**src/verilog/gpio_port_pkg.sv**
```systemverilog
// Shared constants, register offsets and types of the general-purpose port.
package gpio_port_pkg;

   localparam int NUM_PINS_DEF = 9;
   localparam int ADDR_W = 4;
   localparam int DATA_W = 32;
   localparam int ALT_FLD_W = 2;
   localparam int CLKDIV_W_DEF = 16;
   localparam int PWM_W_DEF = 16;

   localparam logic [ADDR_W-1:0] OFS_DIR = 4'h0;
   localparam logic [ADDR_W-1:0] OFS_ODRAIN = 4'h1;
   localparam logic [ADDR_W-1:0] OFS_DOUT = 4'h2;
   localparam logic [ADDR_W-1:0] OFS_PIN = 4'h3;
   localparam logic [ADDR_W-1:0] OFS_ALTSEL = 4'h4;
   localparam logic [ADDR_W-1:0] OFS_CLKDIV = 4'h5;
   localparam logic [ADDR_W-1:0] OFS_PWM_PERIOD = 4'h6;
   localparam logic [ADDR_W-1:0] OFS_PWM_DUTY = 4'h7;
   localparam logic [ADDR_W-1:0] OFS_EDGE = 4'h8;

   localparam logic [DATA_W-1:0] DIR_RST = 32'h0000_0000;
   localparam logic [DATA_W-1:0] ODRAIN_RST = 32'h0000_0000;
   localparam logic [DATA_W-1:0] DOUT_RST = 32'h0000_0000;
   localparam logic [DATA_W-1:0] ALTSEL_RST = 32'h0000_0000;
   localparam logic [DATA_W-1:0] EDGE_RST = 32'h0000_0000;
   localparam logic [DATA_W-1:0] ALT_CAPABLE_DEF = 32'h0000_01F0;

   typedef enum logic [ALT_FLD_W-1:0] {
      ALT_GPIO,
      ALT_GPCLK,
      ALT_PWM,
      ALT_EDGE
   } alt_mode_t;

   typedef struct packed {
      logic dir;
      logic odrain;
      logic data;
      alt_mode_t alt;
   } pin_cfg_t;

endpackage

```
**src/verilog/gpio_pin_cell.sv**
```systemverilog
// One pin of the port: output selection, drive mode and input sampling.
`timescale 1ns/100ps
module gpio_pin_cell
   import gpio_port_pkg::*;
(
   input wire logic clk_i,
   input wire logic rst_i,
   input wire pin_cfg_t cfg_i,
   input wire logic gpclk_i,
   input wire logic pwm_i,
   input wire logic pad_in_i,
   output logic pad_out_o,
   output logic pad_oe_o,
   output logic in_o,
   output logic rise_o
);

   logic val;
   logic next_pad_out;
   logic next_pad_oe;
   logic prev_in;

   always_comb begin
      case (cfg_i.alt)
         ALT_GPCLK: val = gpclk_i;
         ALT_PWM: val = pwm_i;
         default: val = cfg_i.data;
      endcase
      if (cfg_i.dir && cfg_i.odrain) begin
         next_pad_out = 1'b0;
         next_pad_oe = ~val;
      end else begin
         next_pad_out = val;
         next_pad_oe = cfg_i.dir;
      end
   end

   always_ff @(posedge clk_i or posedge rst_i) begin
      if (rst_i) begin
         pad_out_o <= 1'b0;
         pad_oe_o <= 1'b0;
         in_o <= 1'b1;
         prev_in <= 1'b1;
      end else begin
         pad_out_o <= next_pad_out;
         pad_oe_o <= next_pad_oe;
         in_o <= pad_in_i;
         prev_in <= in_o;
      end
   end

   assign rise_o = in_o & ~prev_in;

   property p_push_pull;
      @(posedge clk_i) disable iff (rst_i)
      cfg_i.dir && !cfg_i.odrain |=> pad_oe_o && pad_out_o == $past(val);
   endproperty
   a_push_pull: assert property (p_push_pull)
      else $error("Push-pull pin not driving its value.");

   property p_open_drain;
      @(posedge clk_i) disable iff (rst_i)
      cfg_i.dir && cfg_i.odrain |=> !pad_out_o && pad_oe_o == !$past(val);
   endproperty
   a_open_drain: assert property (p_open_drain)
      else $error("Open-drain pin drive wrong.");

   property p_input_float;
      @(posedge clk_i) disable iff (rst_i)
      !cfg_i.dir |=> !pad_oe_o;
   endproperty
   a_input_float: assert property (p_input_float)
      else $error("Input pin is being driven.");

endmodule

```
**src/verilog/gpio_port.sv**
```systemverilog
// Nine-pin programmable general-purpose port with register access.
//
// Function
// The port has nine pins, each set by software as input or output.
// Each output pin is driven push-pull or open-drain as software picks.
// Selected pins offer alternative functions chosen per pin by software.
// After reset every pin is an input with its driver off.
// Reset clears the alternative functions except the clock and PWM.
// Open-drain drives low for zero, releases for one; level stays readable.
//
// The address map and the address-and-strobe port were decided locally.
`timescale 1ns/100ps
module gpio_port
   import gpio_port_pkg::*;
#(
   parameter int NUM_PINS = NUM_PINS_DEF,
   parameter logic [DATA_W-1:0] ALT_CAPABLE = ALT_CAPABLE_DEF,
   parameter int CLKDIV_W = CLKDIV_W_DEF,
   parameter int PWM_W = PWM_W_DEF
)
(
   input wire logic clk_i,
   input wire logic rst_i,
   input wire logic [ADDR_W-1:0] addr_i,
   input wire logic [DATA_W-1:0] wdata_i,
   input wire logic wr_i,
   input wire logic rd_i,
   output logic [DATA_W-1:0] rdata_o,
   input wire logic [NUM_PINS-1:0] pad_in_i,
   output logic [NUM_PINS-1:0] pad_out_o,
   output logic [NUM_PINS-1:0] pad_oe_o
);

   localparam int SEL_W = NUM_PINS * ALT_FLD_W;

   if (NUM_PINS < 1 || SEL_W > DATA_W) begin : g_bad_pins
      $error("NUM_PINS must lie between 1 and 16.");
   end
   if (CLKDIV_W < 1 || CLKDIV_W > DATA_W) begin : g_bad_clkdiv
      $error("CLKDIV_W must lie between 1 and 32.");
   end
   if (PWM_W < 1 || PWM_W > DATA_W) begin : g_bad_pwm
      $error("PWM_W must lie between 1 and 32.");
   end

   // Configuration registers, cleared by reset.
   logic [NUM_PINS-1:0] dir;
   logic [NUM_PINS-1:0] odrain;
   logic [NUM_PINS-1:0] dout;
   logic [SEL_W-1:0] altsel;
   logic [NUM_PINS-1:0] edge_flag;
   logic [NUM_PINS-1:0] next_dir;
   logic [NUM_PINS-1:0] next_odrain;
   logic [NUM_PINS-1:0] next_dout;
   logic [SEL_W-1:0] next_altsel;
   logic [NUM_PINS-1:0] next_edge_flag;
   logic [DATA_W-1:0] next_rdata;

   // Clock and PWM generators, which keep running through reset.
   logic [CLKDIV_W-1:0] clkdiv;
   logic [CLKDIV_W-1:0] clk_cnt;
   logic gpclk;
   logic [PWM_W-1:0] pwm_period;
   logic [PWM_W-1:0] pwm_duty;
   logic [PWM_W-1:0] pwm_cnt;
   logic pwm;
   logic [CLKDIV_W-1:0] next_clkdiv;
   logic [CLKDIV_W-1:0] next_clk_cnt;
   logic next_gpclk;
   logic [PWM_W-1:0] next_pwm_period;
   logic [PWM_W-1:0] next_pwm_duty;
   logic [PWM_W-1:0] next_pwm_cnt;
   logic next_pwm;

   logic [NUM_PINS-1:0] pin_in;
   logic [NUM_PINS-1:0] pin_rise;
   logic [SEL_W-1:0] sel_mask;
   logic wr_dir;
   logic wr_odrain;
   logic wr_dout;
   logic wr_altsel;
   logic wr_clkdiv;
   logic wr_period;
   logic wr_duty;
   logic wr_edge;

   assign wr_dir = wr_i && addr_i == OFS_DIR;
   assign wr_odrain = wr_i && addr_i == OFS_ODRAIN;
   assign wr_dout = wr_i && addr_i == OFS_DOUT;
   assign wr_altsel = wr_i && addr_i == OFS_ALTSEL;
   assign wr_clkdiv = wr_i && addr_i == OFS_CLKDIV;
   assign wr_period = wr_i && addr_i == OFS_PWM_PERIOD;
   assign wr_duty = wr_i && addr_i == OFS_PWM_DUTY;
   assign wr_edge = wr_i && addr_i == OFS_EDGE;

   // Only pins that offer alternatives may hold a non-zero selection.
   genvar g;
   generate
      for (g = 0; g < NUM_PINS; g = g + 1) begin : g_pin
         pin_cfg_t cfg;
         assign sel_mask[g*ALT_FLD_W +: ALT_FLD_W] =
            ALT_CAPABLE[g] ? 2'h3 : 2'h0;
         assign cfg.dir = dir[g];
         assign cfg.odrain = odrain[g];
         assign cfg.data = dout[g];
         assign cfg.alt = alt_mode_t'(altsel[g*ALT_FLD_W +: ALT_FLD_W]);

         gpio_pin_cell u_cell (
            .clk_i(clk_i),
            .rst_i(rst_i),
            .cfg_i(cfg),
            .gpclk_i(gpclk),
            .pwm_i(pwm),
            .pad_in_i(pad_in_i[g]),
            .pad_out_o(pad_out_o[g]),
            .pad_oe_o(pad_oe_o[g]),
            .in_o(pin_in[g]),
            .rise_o(pin_rise[g])
         );

         assign next_edge_flag[g] =
            (cfg.alt == ALT_EDGE && pin_rise[g]) ||
            (edge_flag[g] && !(wr_edge && wdata_i[g]));

         property p_edge_set;
            @(posedge clk_i) disable iff (rst_i)
            cfg.alt == ALT_EDGE && pin_rise[g] |=> edge_flag[g];
         endproperty
         a_edge_set: assert property (p_edge_set)
            else $error("Rising edge not captured.");
      end
   endgenerate

   always_comb begin
      next_dir = dir;
      next_odrain = odrain;
      next_dout = dout;
      next_altsel = altsel;
      if (wr_dir) begin
         next_dir = wdata_i[NUM_PINS-1:0];
      end
      if (wr_odrain) begin
         next_odrain = wdata_i[NUM_PINS-1:0];
      end
      if (wr_dout) begin
         next_dout = wdata_i[NUM_PINS-1:0];
      end
      if (wr_altsel) begin
         next_altsel = wdata_i[SEL_W-1:0] & sel_mask;
      end
   end

   always_comb begin
      next_rdata = '0;
      if (rd_i) begin
         case (addr_i)
            OFS_DIR: next_rdata[NUM_PINS-1:0] = dir;
            OFS_ODRAIN: next_rdata[NUM_PINS-1:0] = odrain;
            OFS_DOUT: next_rdata[NUM_PINS-1:0] = dout;
            OFS_PIN: next_rdata[NUM_PINS-1:0] = pin_in;
            OFS_ALTSEL: next_rdata[SEL_W-1:0] = altsel;
            OFS_CLKDIV: next_rdata[CLKDIV_W-1:0] = clkdiv;
            OFS_PWM_PERIOD: next_rdata[PWM_W-1:0] = pwm_period;
            OFS_PWM_DUTY: next_rdata[PWM_W-1:0] = pwm_duty;
            OFS_EDGE: next_rdata[NUM_PINS-1:0] = edge_flag;
            default: next_rdata = '0;
         endcase
      end
   end

   always_ff @(posedge clk_i or posedge rst_i) begin
      if (rst_i) begin
         dir <= DIR_RST[NUM_PINS-1:0];
         odrain <= ODRAIN_RST[NUM_PINS-1:0];
         dout <= DOUT_RST[NUM_PINS-1:0];
         altsel <= ALTSEL_RST[SEL_W-1:0];
         edge_flag <= EDGE_RST[NUM_PINS-1:0];
         rdata_o <= '0;
      end else begin
         dir <= next_dir;
         odrain <= next_odrain;
         dout <= next_dout;
         altsel <= next_altsel;
         edge_flag <= next_edge_flag;
         rdata_o <= next_rdata;
      end
   end

   // A divider or period write restarts its counter from zero.
   always_comb begin
      next_clkdiv = clkdiv;
      next_clk_cnt = clk_cnt + 1'b1;
      next_gpclk = gpclk;
      if (clk_cnt >= clkdiv) begin
         next_clk_cnt = '0;
         next_gpclk = ~gpclk;
      end
      if (wr_clkdiv) begin
         next_clkdiv = wdata_i[CLKDIV_W-1:0];
         next_clk_cnt = '0;
         next_gpclk = 1'b0;
      end
   end

   always_comb begin
      next_pwm_period = pwm_period;
      next_pwm_duty = pwm_duty;
      next_pwm_cnt = pwm_cnt + 1'b1;
      if (pwm_cnt >= pwm_period) begin
         next_pwm_cnt = '0;
      end
      if (wr_period) begin
         next_pwm_period = wdata_i[PWM_W-1:0];
         next_pwm_cnt = '0;
      end
      if (wr_duty) begin
         next_pwm_duty = wdata_i[PWM_W-1:0];
      end
      next_pwm = next_pwm_cnt < next_pwm_duty;
   end

   // These generators are deliberately left out of reset.
   always_ff @(posedge clk_i) begin
      clkdiv <= next_clkdiv;
      clk_cnt <= next_clk_cnt;
      gpclk <= next_gpclk;
      pwm_period <= next_pwm_period;
      pwm_duty <= next_pwm_duty;
      pwm_cnt <= next_pwm_cnt;
      pwm <= next_pwm;
   end

   property p_reset_inputs;
      @(posedge clk_i) disable iff (rst_i)
      $past(rst_i) |-> pad_oe_o == '0 && dir == '0;
   endproperty
   a_reset_inputs: assert property (p_reset_inputs)
      else $error("Pin driven right after reset.");

   property p_dir_write;
      @(posedge clk_i) disable iff (rst_i)
      wr_dir ##1 !wr_dir && !wr_odrain && !wr_altsel |=>
         pad_oe_o[0] == ($past(dir[0], 1) && !$past(odrain[0], 1)) ||
         $past(odrain[0], 1);
   endproperty
   a_dir_write: assert property (p_dir_write)
      else $error("Direction write not applied to driver.");

   property p_dir_store;
      @(posedge clk_i) disable iff (rst_i)
      wr_dir |=> dir == $past(wdata_i[NUM_PINS-1:0]);
   endproperty
   a_dir_store: assert property (p_dir_store)
      else $error("Direction register did not take the write.");

   property p_odrain_store;
      @(posedge clk_i) disable iff (rst_i)
      wr_odrain |=> odrain == $past(wdata_i[NUM_PINS-1:0]);
   endproperty
   a_odrain_store: assert property (p_odrain_store)
      else $error("Drive mode register did not take the write.");

   property p_alt_capable;
      @(posedge clk_i) disable iff (rst_i)
      (altsel & ~sel_mask) == '0;
   endproperty
   a_alt_capable: assert property (p_alt_capable)
      else $error("Alternative selected on a pin that has none.");

   property p_edge_sticky;
      @(posedge clk_i) disable iff (rst_i)
      edge_flag[0] && !(wr_edge && wdata_i[0]) |=> edge_flag[0];
   endproperty
   a_edge_sticky: assert property (p_edge_sticky)
      else $error("Edge flag lost without a clear.");

   property p_alt_reset;
      @(posedge clk_i) disable iff (rst_i)
      $past(rst_i) |-> altsel == '0 && edge_flag == '0;
   endproperty
   a_alt_reset: assert property (p_alt_reset)
      else $error("Alternative function state survived reset.");

   property p_gen_kept;
      @(posedge clk_i)
      rst_i && $past(rst_i) && !$past(wr_i) |->
         $stable(clkdiv) && $stable(pwm_period) && $stable(pwm_duty);
   endproperty
   a_gen_kept: assert property (p_gen_kept)
      else $error("Clock or PWM setting lost in reset.");

   property p_clkdiv_store;
      @(posedge clk_i) disable iff (rst_i)
      wr_clkdiv |=> clkdiv == $past(wdata_i[CLKDIV_W-1:0]) && !gpclk;
   endproperty
   a_clkdiv_store: assert property (p_clkdiv_store)
      else $error("Clock divider write not applied.");

   property p_duty_store;
      @(posedge clk_i) disable iff (rst_i)
      wr_duty |=> pwm_duty == $past(wdata_i[PWM_W-1:0]);
   endproperty
   a_duty_store: assert property (p_duty_store)
      else $error("PWM duty write not applied.");

   property p_pin_read;
      @(posedge clk_i) disable iff (rst_i)
      rd_i && addr_i == OFS_PIN |=> rdata_o[NUM_PINS-1:0] == $past(pin_in);
   endproperty
   a_pin_read: assert property (p_pin_read)
      else $error("Pin level read back wrong.");

endmodule

```
**config.mk**
```make
export PLATFORM = sky130hd
export DESIGN_NAME = gpio_port
export DESIGN_NICKNAME = d
export VERILOG_FILES = /design/src/verilog/gpio_port_pkg.sv /design/src/verilog/gpio_pin_cell.sv /design/src/verilog/gpio_port.sv
export SDC_FILE = /design/constraint.sdc
export NUM_CORES = 1
export LEC_CHECK = 0
export ABC_CLOCK_PERIOD_IN_PS = 4200
export BUFFER_PORTS_ARGS = -buffer_cell sky130_fd_sc_hd__buf_2
export CAP_MARGIN = 15
export CORE_ASPECT_RATIO = 1.4
export CORE_MARGIN = 2
export CORE_UTILIZATION = 48
export DETAILED_ROUTE_END_ITERATION = 10
export HOLD_SLACK_MARGIN = 0.05
export PLACE_DENSITY = 0.68
export SYNTH_ARGS = -nofsm -noshare
export SYNTH_HDL_FRONTEND = slang
export SYNTH_SLANG_ARGS = --single-unit
```
**constraint.sdc**
```tcl
create_clock -name clk_i -period 4.2 [get_ports clk_i]
set_input_delay 0.21 -clock clk_i [delete_from_list [all_inputs] [get_ports clk_i]]
set_output_delay 0.21 -clock clk_i [all_outputs]
set_load 0.01 [all_outputs]
```
==> impl_metrics.tcl, run 1 <==
set metrics [dict create \
    synthMuxAreaShare_pct 9.23 \
    synth_area_mm2 0.00854 \
    cts.sinks 178 \
    io-pin-count 99 \
    drtPass1Iterations 6 \
    cts-resized-gates 0 \
    fmax_mhz 258 \
    path_class "reg -> reg" \
    worstPathRequired_ns 4.59 \
    slew_violations 0 \
    start_util_pct 49.1 \
    finalWirelength_um 20100 \
    yosys.area.top_type_share_pct 24.0 \
    h-tree-depth 4 \
    synth_top_family_by_area "compound AO/OA/AOI/OAI gates" \
    ys.flop_type "dfrtp_1" \
    synth_top_area_cell "dfrtp_1" \
    insertion_delay_ns 0.44 \
    routedWlPerCell_um 18.2 \
    clock_path_buffers 2 \
    fin_skew_ns 0.0112 \
    dp_hpwl_um 14800 \
    synthArstFlopShare_pct 53.9 \
    antenna_found_initial 3 \
    cap_violations 0 \
    synth-edff-count 32 \
    drc 0 \
    first_iter_violations 478 \
    synth-simple-area-share_pct 9.70 \
    yosys_warnings 0 \
    outcome "completed" \
    fin_tns_setup_ns 0 \
    post-cts-setup-buffers 0 \
    grt_pass1_vias 6058 \
    cts_made_buffers 17 \
    die_x_um 117 \
    ant_nets 0 \
    fin_crit_sh_pct 92.1 \
    cts_hold_buffers 20 \
    endpoint_kind "flop" \
    yosysUniqueCellTypes 59 \
    period_needed_ns 3.87 \
    slew_headroom_pct 36.3 \
    core-area_mm2 0.0174 \
    cts_tree "built" \
    die_h_um 162 \
    synth_adder_area_share_pct 9.37 \
    power.density_mw_per_mm2 496 \
    gp_congestion 0.867 \
    synth_compound_area_share_pct 10.6 \
    syn_to_final_growth_pct 14.7 \
    setup_violations 0 \
    yosysSeqAreaShare_pct 51.3 \
    leakagePower_nw 4.55 \
    cp.arrival_ns 4.26 \
    hold_viol_final 0 \
    cp_max_fo 17 \
    track_usage_pct 22.5 \
    drive_gt1_share_pct 19.8 \
    syn_inst 766 \
    rows 57 \
    syn_avg_cell_area_um2 11.2 \
    route.vias.total 5979 \
    rsz0062_at_grt "no" \
    critPathLaunchType "flop" \
    worst_slew_pin_slew_ns 0.955 \
    grt_overflow 0 \
    via_per_inst 5.43 \
    port_buffers 70 \
    clkTransAtPathRegs_ns 0.07 \
    synth_xor_area_share_pct 2.87 \
    die-area_mm2 0.0189 \
    fin_nets 962 \
    grt_pass1_wl_um 32200 \
    synth_area_leaders "dfrtp_1, dfxtp_1, edfxtp_1, ha_1, mux2_2" \
    ir_drop_mv 0.293 \
    hp-class "in -> reg" \
    grt_max_degree 55 \
    postLayoutCoreUtil_pct 56.3 \
    ys_ff_latch 178 \
    root_buffer "clkbuf_16" \
]
report_power, final:
group | internal [W] | switching, W
sequential | 0.00206 | 0.000260
clock | 0.000873 | 0.000653
combinational | 0.000479 | 0.000540
total | 0.00341 | 0.00145
through the flow:
step | instance area (um2) | setup WS, ns | hold WS [ns] | cells | power (W)
2_1_floorplan | 8590 | 0.906 | 0.214 | 779 | 0.00306
3_3_place_gp | 9020 | 0.513 | 0.315 | 1046 | 0.00332
3_5_place_dp | 9020 | 0.449 | 0.317 | 1046 | 0.00336
4_1_cts | 9790 | 0.423 | 0.0575 | 1098 | 0.00489
5_1_grt | 9800 | 0.117 | 0.0757 | 1101 | 0.00514
6_report | 9800 | 0.331 | 0.0777 | 1101 | 0.00487
cells by family after synthesis:
group	count (synthesis)
and+or+nand+nor	168
adders and majority gates	64
muxes	74
AOI/OAI and AO/OA	131
buffers and inverters	122
other	1
DFF	178
xor gates and xnor gates	28
cell type report:
| type | instances | area [um2] |
|---|---|---|
| inverter | 70 | 265 |
| antenna | 3 | 7.51 |
| multi-input combinational | 479 | 3630 |
| sequential | 178 | 4380 |
| tap | 236 | 295 |
| clock inverter | 6 | 42.5 |
| clock buffer | 26 | 531 |
| timing repair buffer | 103 | 648 |
| fill | 1528 | 7600 |
worst max-delay path, cell delays in order, from the launching register on:
cell	delay [ns]
dfxtp_1	0.44
inv_1	0.07
ha_1	0.26
nand2b_1	0.13
a2111oi_0	0.46
o21ai_0	0.21
a311o_1	0.58
nor2_1	0.24
ha_1	0.27
a211oi_1	0.24
o221ai_1	0.17
a21o_1	0.21
a221oi_1	0.32
o41a_1	0.19
worst paths after layout:
check / startpoint / endpoint / slack (ns) / cells after the start
setup reg to reg: pwm_cnt[0] / pwm / 0.33 / 13
hold / removal: wdata_i[4] / pwm_period[4] / 0.08 / 1
max in group asynchronous: rst_i / altsel[15] / 2.75 / 4
hold reg to reg: g_pin[7].u_cell.in_o / g_pin[7].u_cell.prev_in / 0.38 / 0
min in group asynchronous: rst_i / g_pin[0].u_cell.pad_oe_o / 0.41 / 3
setup / recovery: pwm_cnt[0] / pwm / 0.33 / 13
state kept, by name, summed over array words and instances (netlist names), 10 cells and up:
| signal | flops |
|---|---|
| rdata_o | 18 |
| clk_cnt | 16 |
| clkdiv | 16 |
| pwm_cnt | 16 |
| pwm_duty | 16 |
| pwm_period | 16 |
| altsel | 10 |
routing by layer:
| layer | share of wire, % | track usage, % |
|---|---|---|
| met1 | 41 | 28.4 |
| met2 | 51 | 37.8 |
| met3 | 4.4 | 3.84 |
| met4 | 3.8 | 9.89 |
| met5 | 0 | 0 |
cell usage in the layout (no fill, tap or decap), types with 5 or more instances in the layout:
master / instances
dfstp_2: 14
conb_1: 14
ha_1: 64
inv_1: 69
clkbuf_8: 5
a222oi_1: 9
buf_4: 13
a21oi_1: 28
and3_1: 10
edfxtp_1: 32
mux2i_1: 36
mux2_2: 38
a32o_1: 5
xnor2_1: 9
a221oi_1: 5
nand3_1: 16
and4_1: 5
o21ai_0: 24
dfxtp_1: 50
dfrtp_1: 82
a21boi_0: 23
nand4_1: 12
a22oi_1: 5
nand2_1: 41
clkbuf_16: 18
xor2_1: 19
nor2_1: 43
dlygate4sd3_1: 20
buf_2: 70
nor3_1: 20
Yosys cell counts, drive strengths merged, types with 4 or more instances:
cell    number
a21boi      23
a21o         4
a21oi       28
a221oi       5
a222oi       9
a22oi        5
a32o         5
and2         4
and3        11
and4         5
buf         40
clkbuf      12
dfrtp       82
dfstp       14
dfxtp       50
edfxtp      32
ha          64
inv         70
mux2        38
mux2i       36
nand2       41
nand3       16
nand4       12
nor2        43
nor2b        4
nor3        21
o21ai       25
o22ai        4
xnor2        9
xor2        19
Power figures use the tool's default switching activity.
==> inputs of run 2 (changes only) <==
Settings changed: CORE_UTILIZATION 48 to 59, GPL_TIMING_DRIVEN from default to 0, PLACE_DENSITY 0.68 to 0.8.
==> run 2 against run 1 <==
Net effect: register-to-register slack worse by 0.03 ns; largest cell class unchanged; largest power group unchanged; final area is 1.9% higher; critical path depth rose by 2; non-clock buffer count increased by 38; worst hold slack got worse by 0.018 ns; sequential power is essentially flat; first-iteration DRC count rose by 1.7%.
==> impl_metrics.tcl, run 2 (synthesis gave the netlist of run 1 again) <==
set metrics [dict create \
    drive_gt1_share_pct 21.9 \
    cts_tree "built" \
    track_usage_pct 28.1 \
    via_per_inst 5.83 \
    preCtsSetupSlack_ns 0.191 \
    leakagePower_nw 4.70 \
    worstPathRequired_ns 4.57 \
    antenna_found_initial 0 \
    ant_nets 0 \
    core-area_mm2 0.0143 \
    route.vias.total 6348 \
    ir_drop_mv 0.437 \
    worst_slack_ns 0.305 \
    finalWirelength_um 20800 \
    die_h_um 146 \
    total_power_w 0.00504 \
    grt_pass1_wl_um 33100 \
    final_cell_mix "dfrtp_1, buf_2, inv_1, ha_1, dfxtp_1" \
    power.density_mw_per_mm2 505 \
    fmax_mhz 257 \
    root_buffer "clkbuf_16" \
    fin_crit_sh_pct 92.7 \
    syn_to_final_growth_pct 16.9 \
    rsz0062_at_grt "no" \
    top_register "rdata_o" \
    slew_headroom_pct 17.1 \
    hold_path.startpoint "wdata_i[3]" \
    port_buffers 69 \
    cp_slowest_cell "dfxtp_1" \
    first_iter_violations 486 \
    diodes 0 \
    clkTransAtPathRegs_ns 0.07 \
    critPathLaunchType "flop" \
    grt_max_degree 71 \
    routedWlPerCell_um 19.1 \
    startpoint "pwm_cnt[0]" \
    slew_violations 0 \
    die_x_um 106 \
    final_common_cell "dfrtp_1" \
    cts.sinks 178 \
    cts_made_buffers 17 \
    cp_max_fo 10 \
    cp.arrival_ns 4.27 \
    start_util_pct 59.7 \
    grt_overflow 0 \
    dp_hpwl_um 15000 \
    setup_violations 0 \
    endpoint_kind "flop" \
    cp_cell_sequence "inv_1 > ha_1 > nand2b_1 > a2111oi_1 > o21ai_1 > a311o_1 > buf_2 > clkbuf_2 > nor2_1 > ha_1 > and4_1 > a221oi_1 > o31ai_1 > a221oi_1 > o41a_1" \
    h-tree-depth 4 \
    outcome "completed" \
    hp-class "in -> reg" \
    gp_congestion 0.930 \
    post_dp_cell_area_mm2 0.00920 \
    path_class "reg -> reg" \
    cap_violations 0 \
    regToRegStartpoint "pwm_cnt[0]" \
    slowest_delay_ns 0.44 \
    fin_tns_setup_ns 0 \
    hold_viol_final 0 \
    fin_skew_ns 0.00958 \
    period_needed_ns 3.89 \
    worst_slew_pin_slew_ns 1.23 \
    io-pin-count 99 \
    drc 0 \
    rows 52 \
    die-area_mm2 0.0155 \
    drtPass1Iterations 6 \
    grt_pass1_vias 6420 \
    final_cell_area_mm2 0.00999 \
    insertion_delay_ns 0.43 \
    fin_nets 1000 \
    clock_path_buffers 2 \
    largest_register_ffs 18 \
]
[run 2: report_power, final]
| part | total [W] | switching, W | internal (W) |
|---|---|---|---|
| Sequential | 0.00233 | 0.000271 | 0.00206 |
| Combinational | 0.00113 | 0.000572 | 0.000554 |
| Clock | 0.00158 | 0.000673 | 0.000909 |
[run 2: path summary, 6_finish.rpt]
kind / endpoint / slack (ns) / depth (start not counted)
worst max-delay path: pwm / 0.31 / 15
worst min-delay path: clkdiv[3] / 0.06 / 1
worst max register to register: pwm / 0.31 / 15
worst min register to register: g_pin[7].u_cell.prev_in / 0.38 / 0
max in group asynchronous: g_pin[8].u_cell.in_o / 3.18 / 4
min in group asynchronous: g_pin[4].u_cell.pad_oe_o / 0.32 / 3
[run 2: layout make-up]
type                    count  area [um2]
flip-flops and latches    178        4380
fillers                  1053        4330
multi-input cells         479        3620
repair buffers             89         563
clock buffers              22         497
plain buffers              52         325
inverters                  70         265
well taps                 189         236
clock inverters            10        95.1
[run 2: what timing repair did]
action | 4_1_cts | 5_1_grt
resized for setup | 0 | 4
hold buffers | 19 | 0
endpoints found under the hold margin | 48 | 0
setup buffers | 0 | 0
endpoints found under the setup margin | 0 | 1
[run 2: per-layer routing]
layer / global-route usage [%] / wire, um / vias to the layer above
li1: - / - / 2906
met1: 33.8 / 7910 / 3135
met2: 48.4 / 10800 / 250
met3: 4.33 / 1270 / 57
met4: 14.6 / 824 / 0
met5: 0 / 0 / -
[run 2: metrics by stage]
stage	cells	hold WS [ns]	utilization [%]
4_1_cts	1089	0.0518	69.8
3_3_place_gp	1037	0.316	64.1
6_report	1089	0.0595	69.8
3_5_place_dp	1038	0.215	64.3
5_1_grt	1089	0.0681	69.8
2_1_floorplan	779	0.214	-
[run 2: worst max-delay path: cells and delay by family (launching register included)]
kind | cells | cell delay (ns)
compound gates | 7 | 1.84
fa+ha+maj | 2 | 0.52
buf+inv | 3 | 0.47
flops | 1 | 0.44
simple gates | 3 | 0.57
==> inputs of run 3 (changes only) <==
==> constraint.sdc (replaced) <==
create_clock -name clk_i -period 4.2 [get_ports clk_i]
set_input_delay 0.42 -clock clk_i [delete_from_list [all_inputs] [get_ports clk_i]]
set_output_delay 0.42 -clock clk_i [all_outputs]
set_load 0.01 [all_outputs]
==> run 3 against run 2 <==
Net effect: final area down 1.8%; non-clock buffer count down 18; via count down 1.7%; sequential share of layout area up 0.81 points; critical path type unchanged; clock power about the same; clock skew about the same; global-route usage down 0.69 points; final cell count down 1.7%; highest routed layer unchanged.
==> impl_metrics.tcl, run 3 (synthesis gave the netlist of run 1 again) <==
set metrics [dict create \
    route.vias.total 6238 \
    cts_tree "built" \
    cap_violations 0 \
    first_iter_violations 548 \
    fin_skew_ns 0.00943 \
    holdPathEnd "g_pin[1].u_cell.in_o" \
    dpl.cell_count 1038 \
    diodes 0 \
    total_power_w 0.00502 \
    h-tree-depth 4 \
    reg2reg_depth 15 \
    grt_pass1_wl_um 32200 \
    critPathLaunchType "flop" \
    fin_tns_setup_ns 0 \
    track_usage_pct 27.4 \
    port_buffers 69 \
    endpoint_kind "flop" \
    cts.sinks 178 \
    die-area_mm2 0.0155 \
    grt_max_degree 71 \
    fmax_mhz 258 \
    post-cts-setup-buffers 0 \
    antenna_found_initial 0 \
    syn_to_final_growth_pct 14.8 \
    clkTransAtPathRegs_ns 0.07 \
    grt_pass1_vias 6270 \
    dp_hpwl_um 15000 \
    drtPass1Iterations 6 \
    cp.arrival_ns 4.25 \
    final_common_cell "dfrtp_1" \
    start_util_pct 59.7 \
    reg2reg_to "pwm" \
    cts_made_buffers 17 \
    power.density_mw_per_mm2 511 \
    insertion_delay_ns 0.43 \
    rsz0062_at_grt "no" \
    top_register "rdata_o" \
    leakagePower_nw 4.63 \
    slew_headroom_pct 17.8 \
    ant_nets 0 \
    slew_violations 0 \
    whs_path_depth 1 \
    io-pin-count 99 \
    hold_viol_final 0 \
    path_class "reg -> reg" \
    core-area_mm2 0.0143 \
    root_buffer "clkbuf_16" \
    regToRegStartpoint "pwm_cnt[0]" \
    routedWlPerCell_um 18.8 \
    setup_violations 0 \
    die_x_um 106 \
    outcome "completed" \
    hp-class "in -> reg" \
    largest_register_ffs 18 \
    ir_drop_mv 0.437 \
    rows 52 \
    rrSetupSlack_ns 0.32 \
    die_h_um 146 \
    final_cell_mix "dfrtp_1, buf_2, inv_1, ha_1, dfxtp_1" \
    worst_slew_pin_slew_ns 1.22 \
    fin_nets 982 \
    worstPathRequired_ns 4.57 \
    drive_gt1_share_pct 22.3 \
    fin_crit_sh_pct 92.5 \
    finalWirelength_um 20100 \
    gp_congestion 0.930 \
    clock_path_buffers 2 \
    period_needed_ns 3.88 \
    finalNonFillerCells 1071 \
    grt_overflow 0 \
    cp_max_fo 10 \
    hold_path.startpoint "pad_in_i[1]" \
    drc 0 \
    via_per_inst 5.82 \
]
run 3: cell types whose count changed in the layout (fill, tap and decap cells not counted):
cell           delta
dlygate4sd3_1    -18
run 3: power by group:
part	internal (W)	leakage [nW]	switching [W]
logic	0.000543	2.44	0.000565
clock network	0.000909	0.292	0.000669
registers	0.00206	1.89	0.000270
total	0.00351	4.63	0.00150
run 3: worst max path at each step:
stage               start  end  slack, ns
6_report       pwm_cnt[0]  pwm       0.32
3_3_place_gp   pwm_cnt[0]  pwm       0.22
4_1_cts        pwm_cnt[0]  pwm       0.17
3_5_place_dp   pwm_cnt[0]  pwm       0.19
5_1_grt        pwm_cnt[0]  pwm       0.02
2_1_floorplan  pwm_cnt[0]  pwm       0.91
run 3: worst max-delay path, stage by stage (launching register included):
cell,delay (ns)
dfxtp_1,0.44
inv_1,0.07
ha_1,0.26
nand2b_1,0.15
a2111oi_1,0.41
o21ai_1,0.18
a311o_1,0.33
buf_2,0.18
clkbuf_2,0.22
nor2_1,0.18
ha_1,0.26
a211oi_1,0.27
o221ai_1,0.17
a21o_1,0.22
a221oi_1,0.28
o41a_1,0.20
run 3: timing repair:
item	4_1_cts	5_1_grt
hold endpoints to repair	20	0
hold buffers	1	0
gates resized for setup	0	4
endpoints found under the setup margin	0	1
run 3: final cells by class:
| type | count | area [um2] |
|---|---|---|
| inverter | 70 | 265 |
| timing repair buffer | 71 | 383 |
| sequential | 178 | 4380 |
| tap | 189 | 236 |
| multi-input combinational | 479 | 3620 |
| clock inverter | 10 | 95.1 |
| buffer | 52 | 325 |
| fill | 1083 | 4510 |
| clock buffer | 22 | 497 |
run 3: routing by layer:
layer	track usage (%)	vias up	wire length, um
met5	0	-	0
met4	13.2	0	681
met3	4.33	55	1210
met2	47.6	245	10500
met1	33.1	3054	7770
li1	-	2884	-
run 3: stage by stage:
step                utilization, %  hold slack, ns  setup slack (ns)  instance area [um2]
global route                  68.5          0.0785            0.0174                 9810
detailed placement            64.3           0.372             0.191                 9200
floorplan                        -           0.358             0.906                 8590
global placement              64.1           0.368             0.218                 9170
CTS                           68.5          0.0806             0.172                 9810
finish                        68.5          0.0894             0.317                 9810
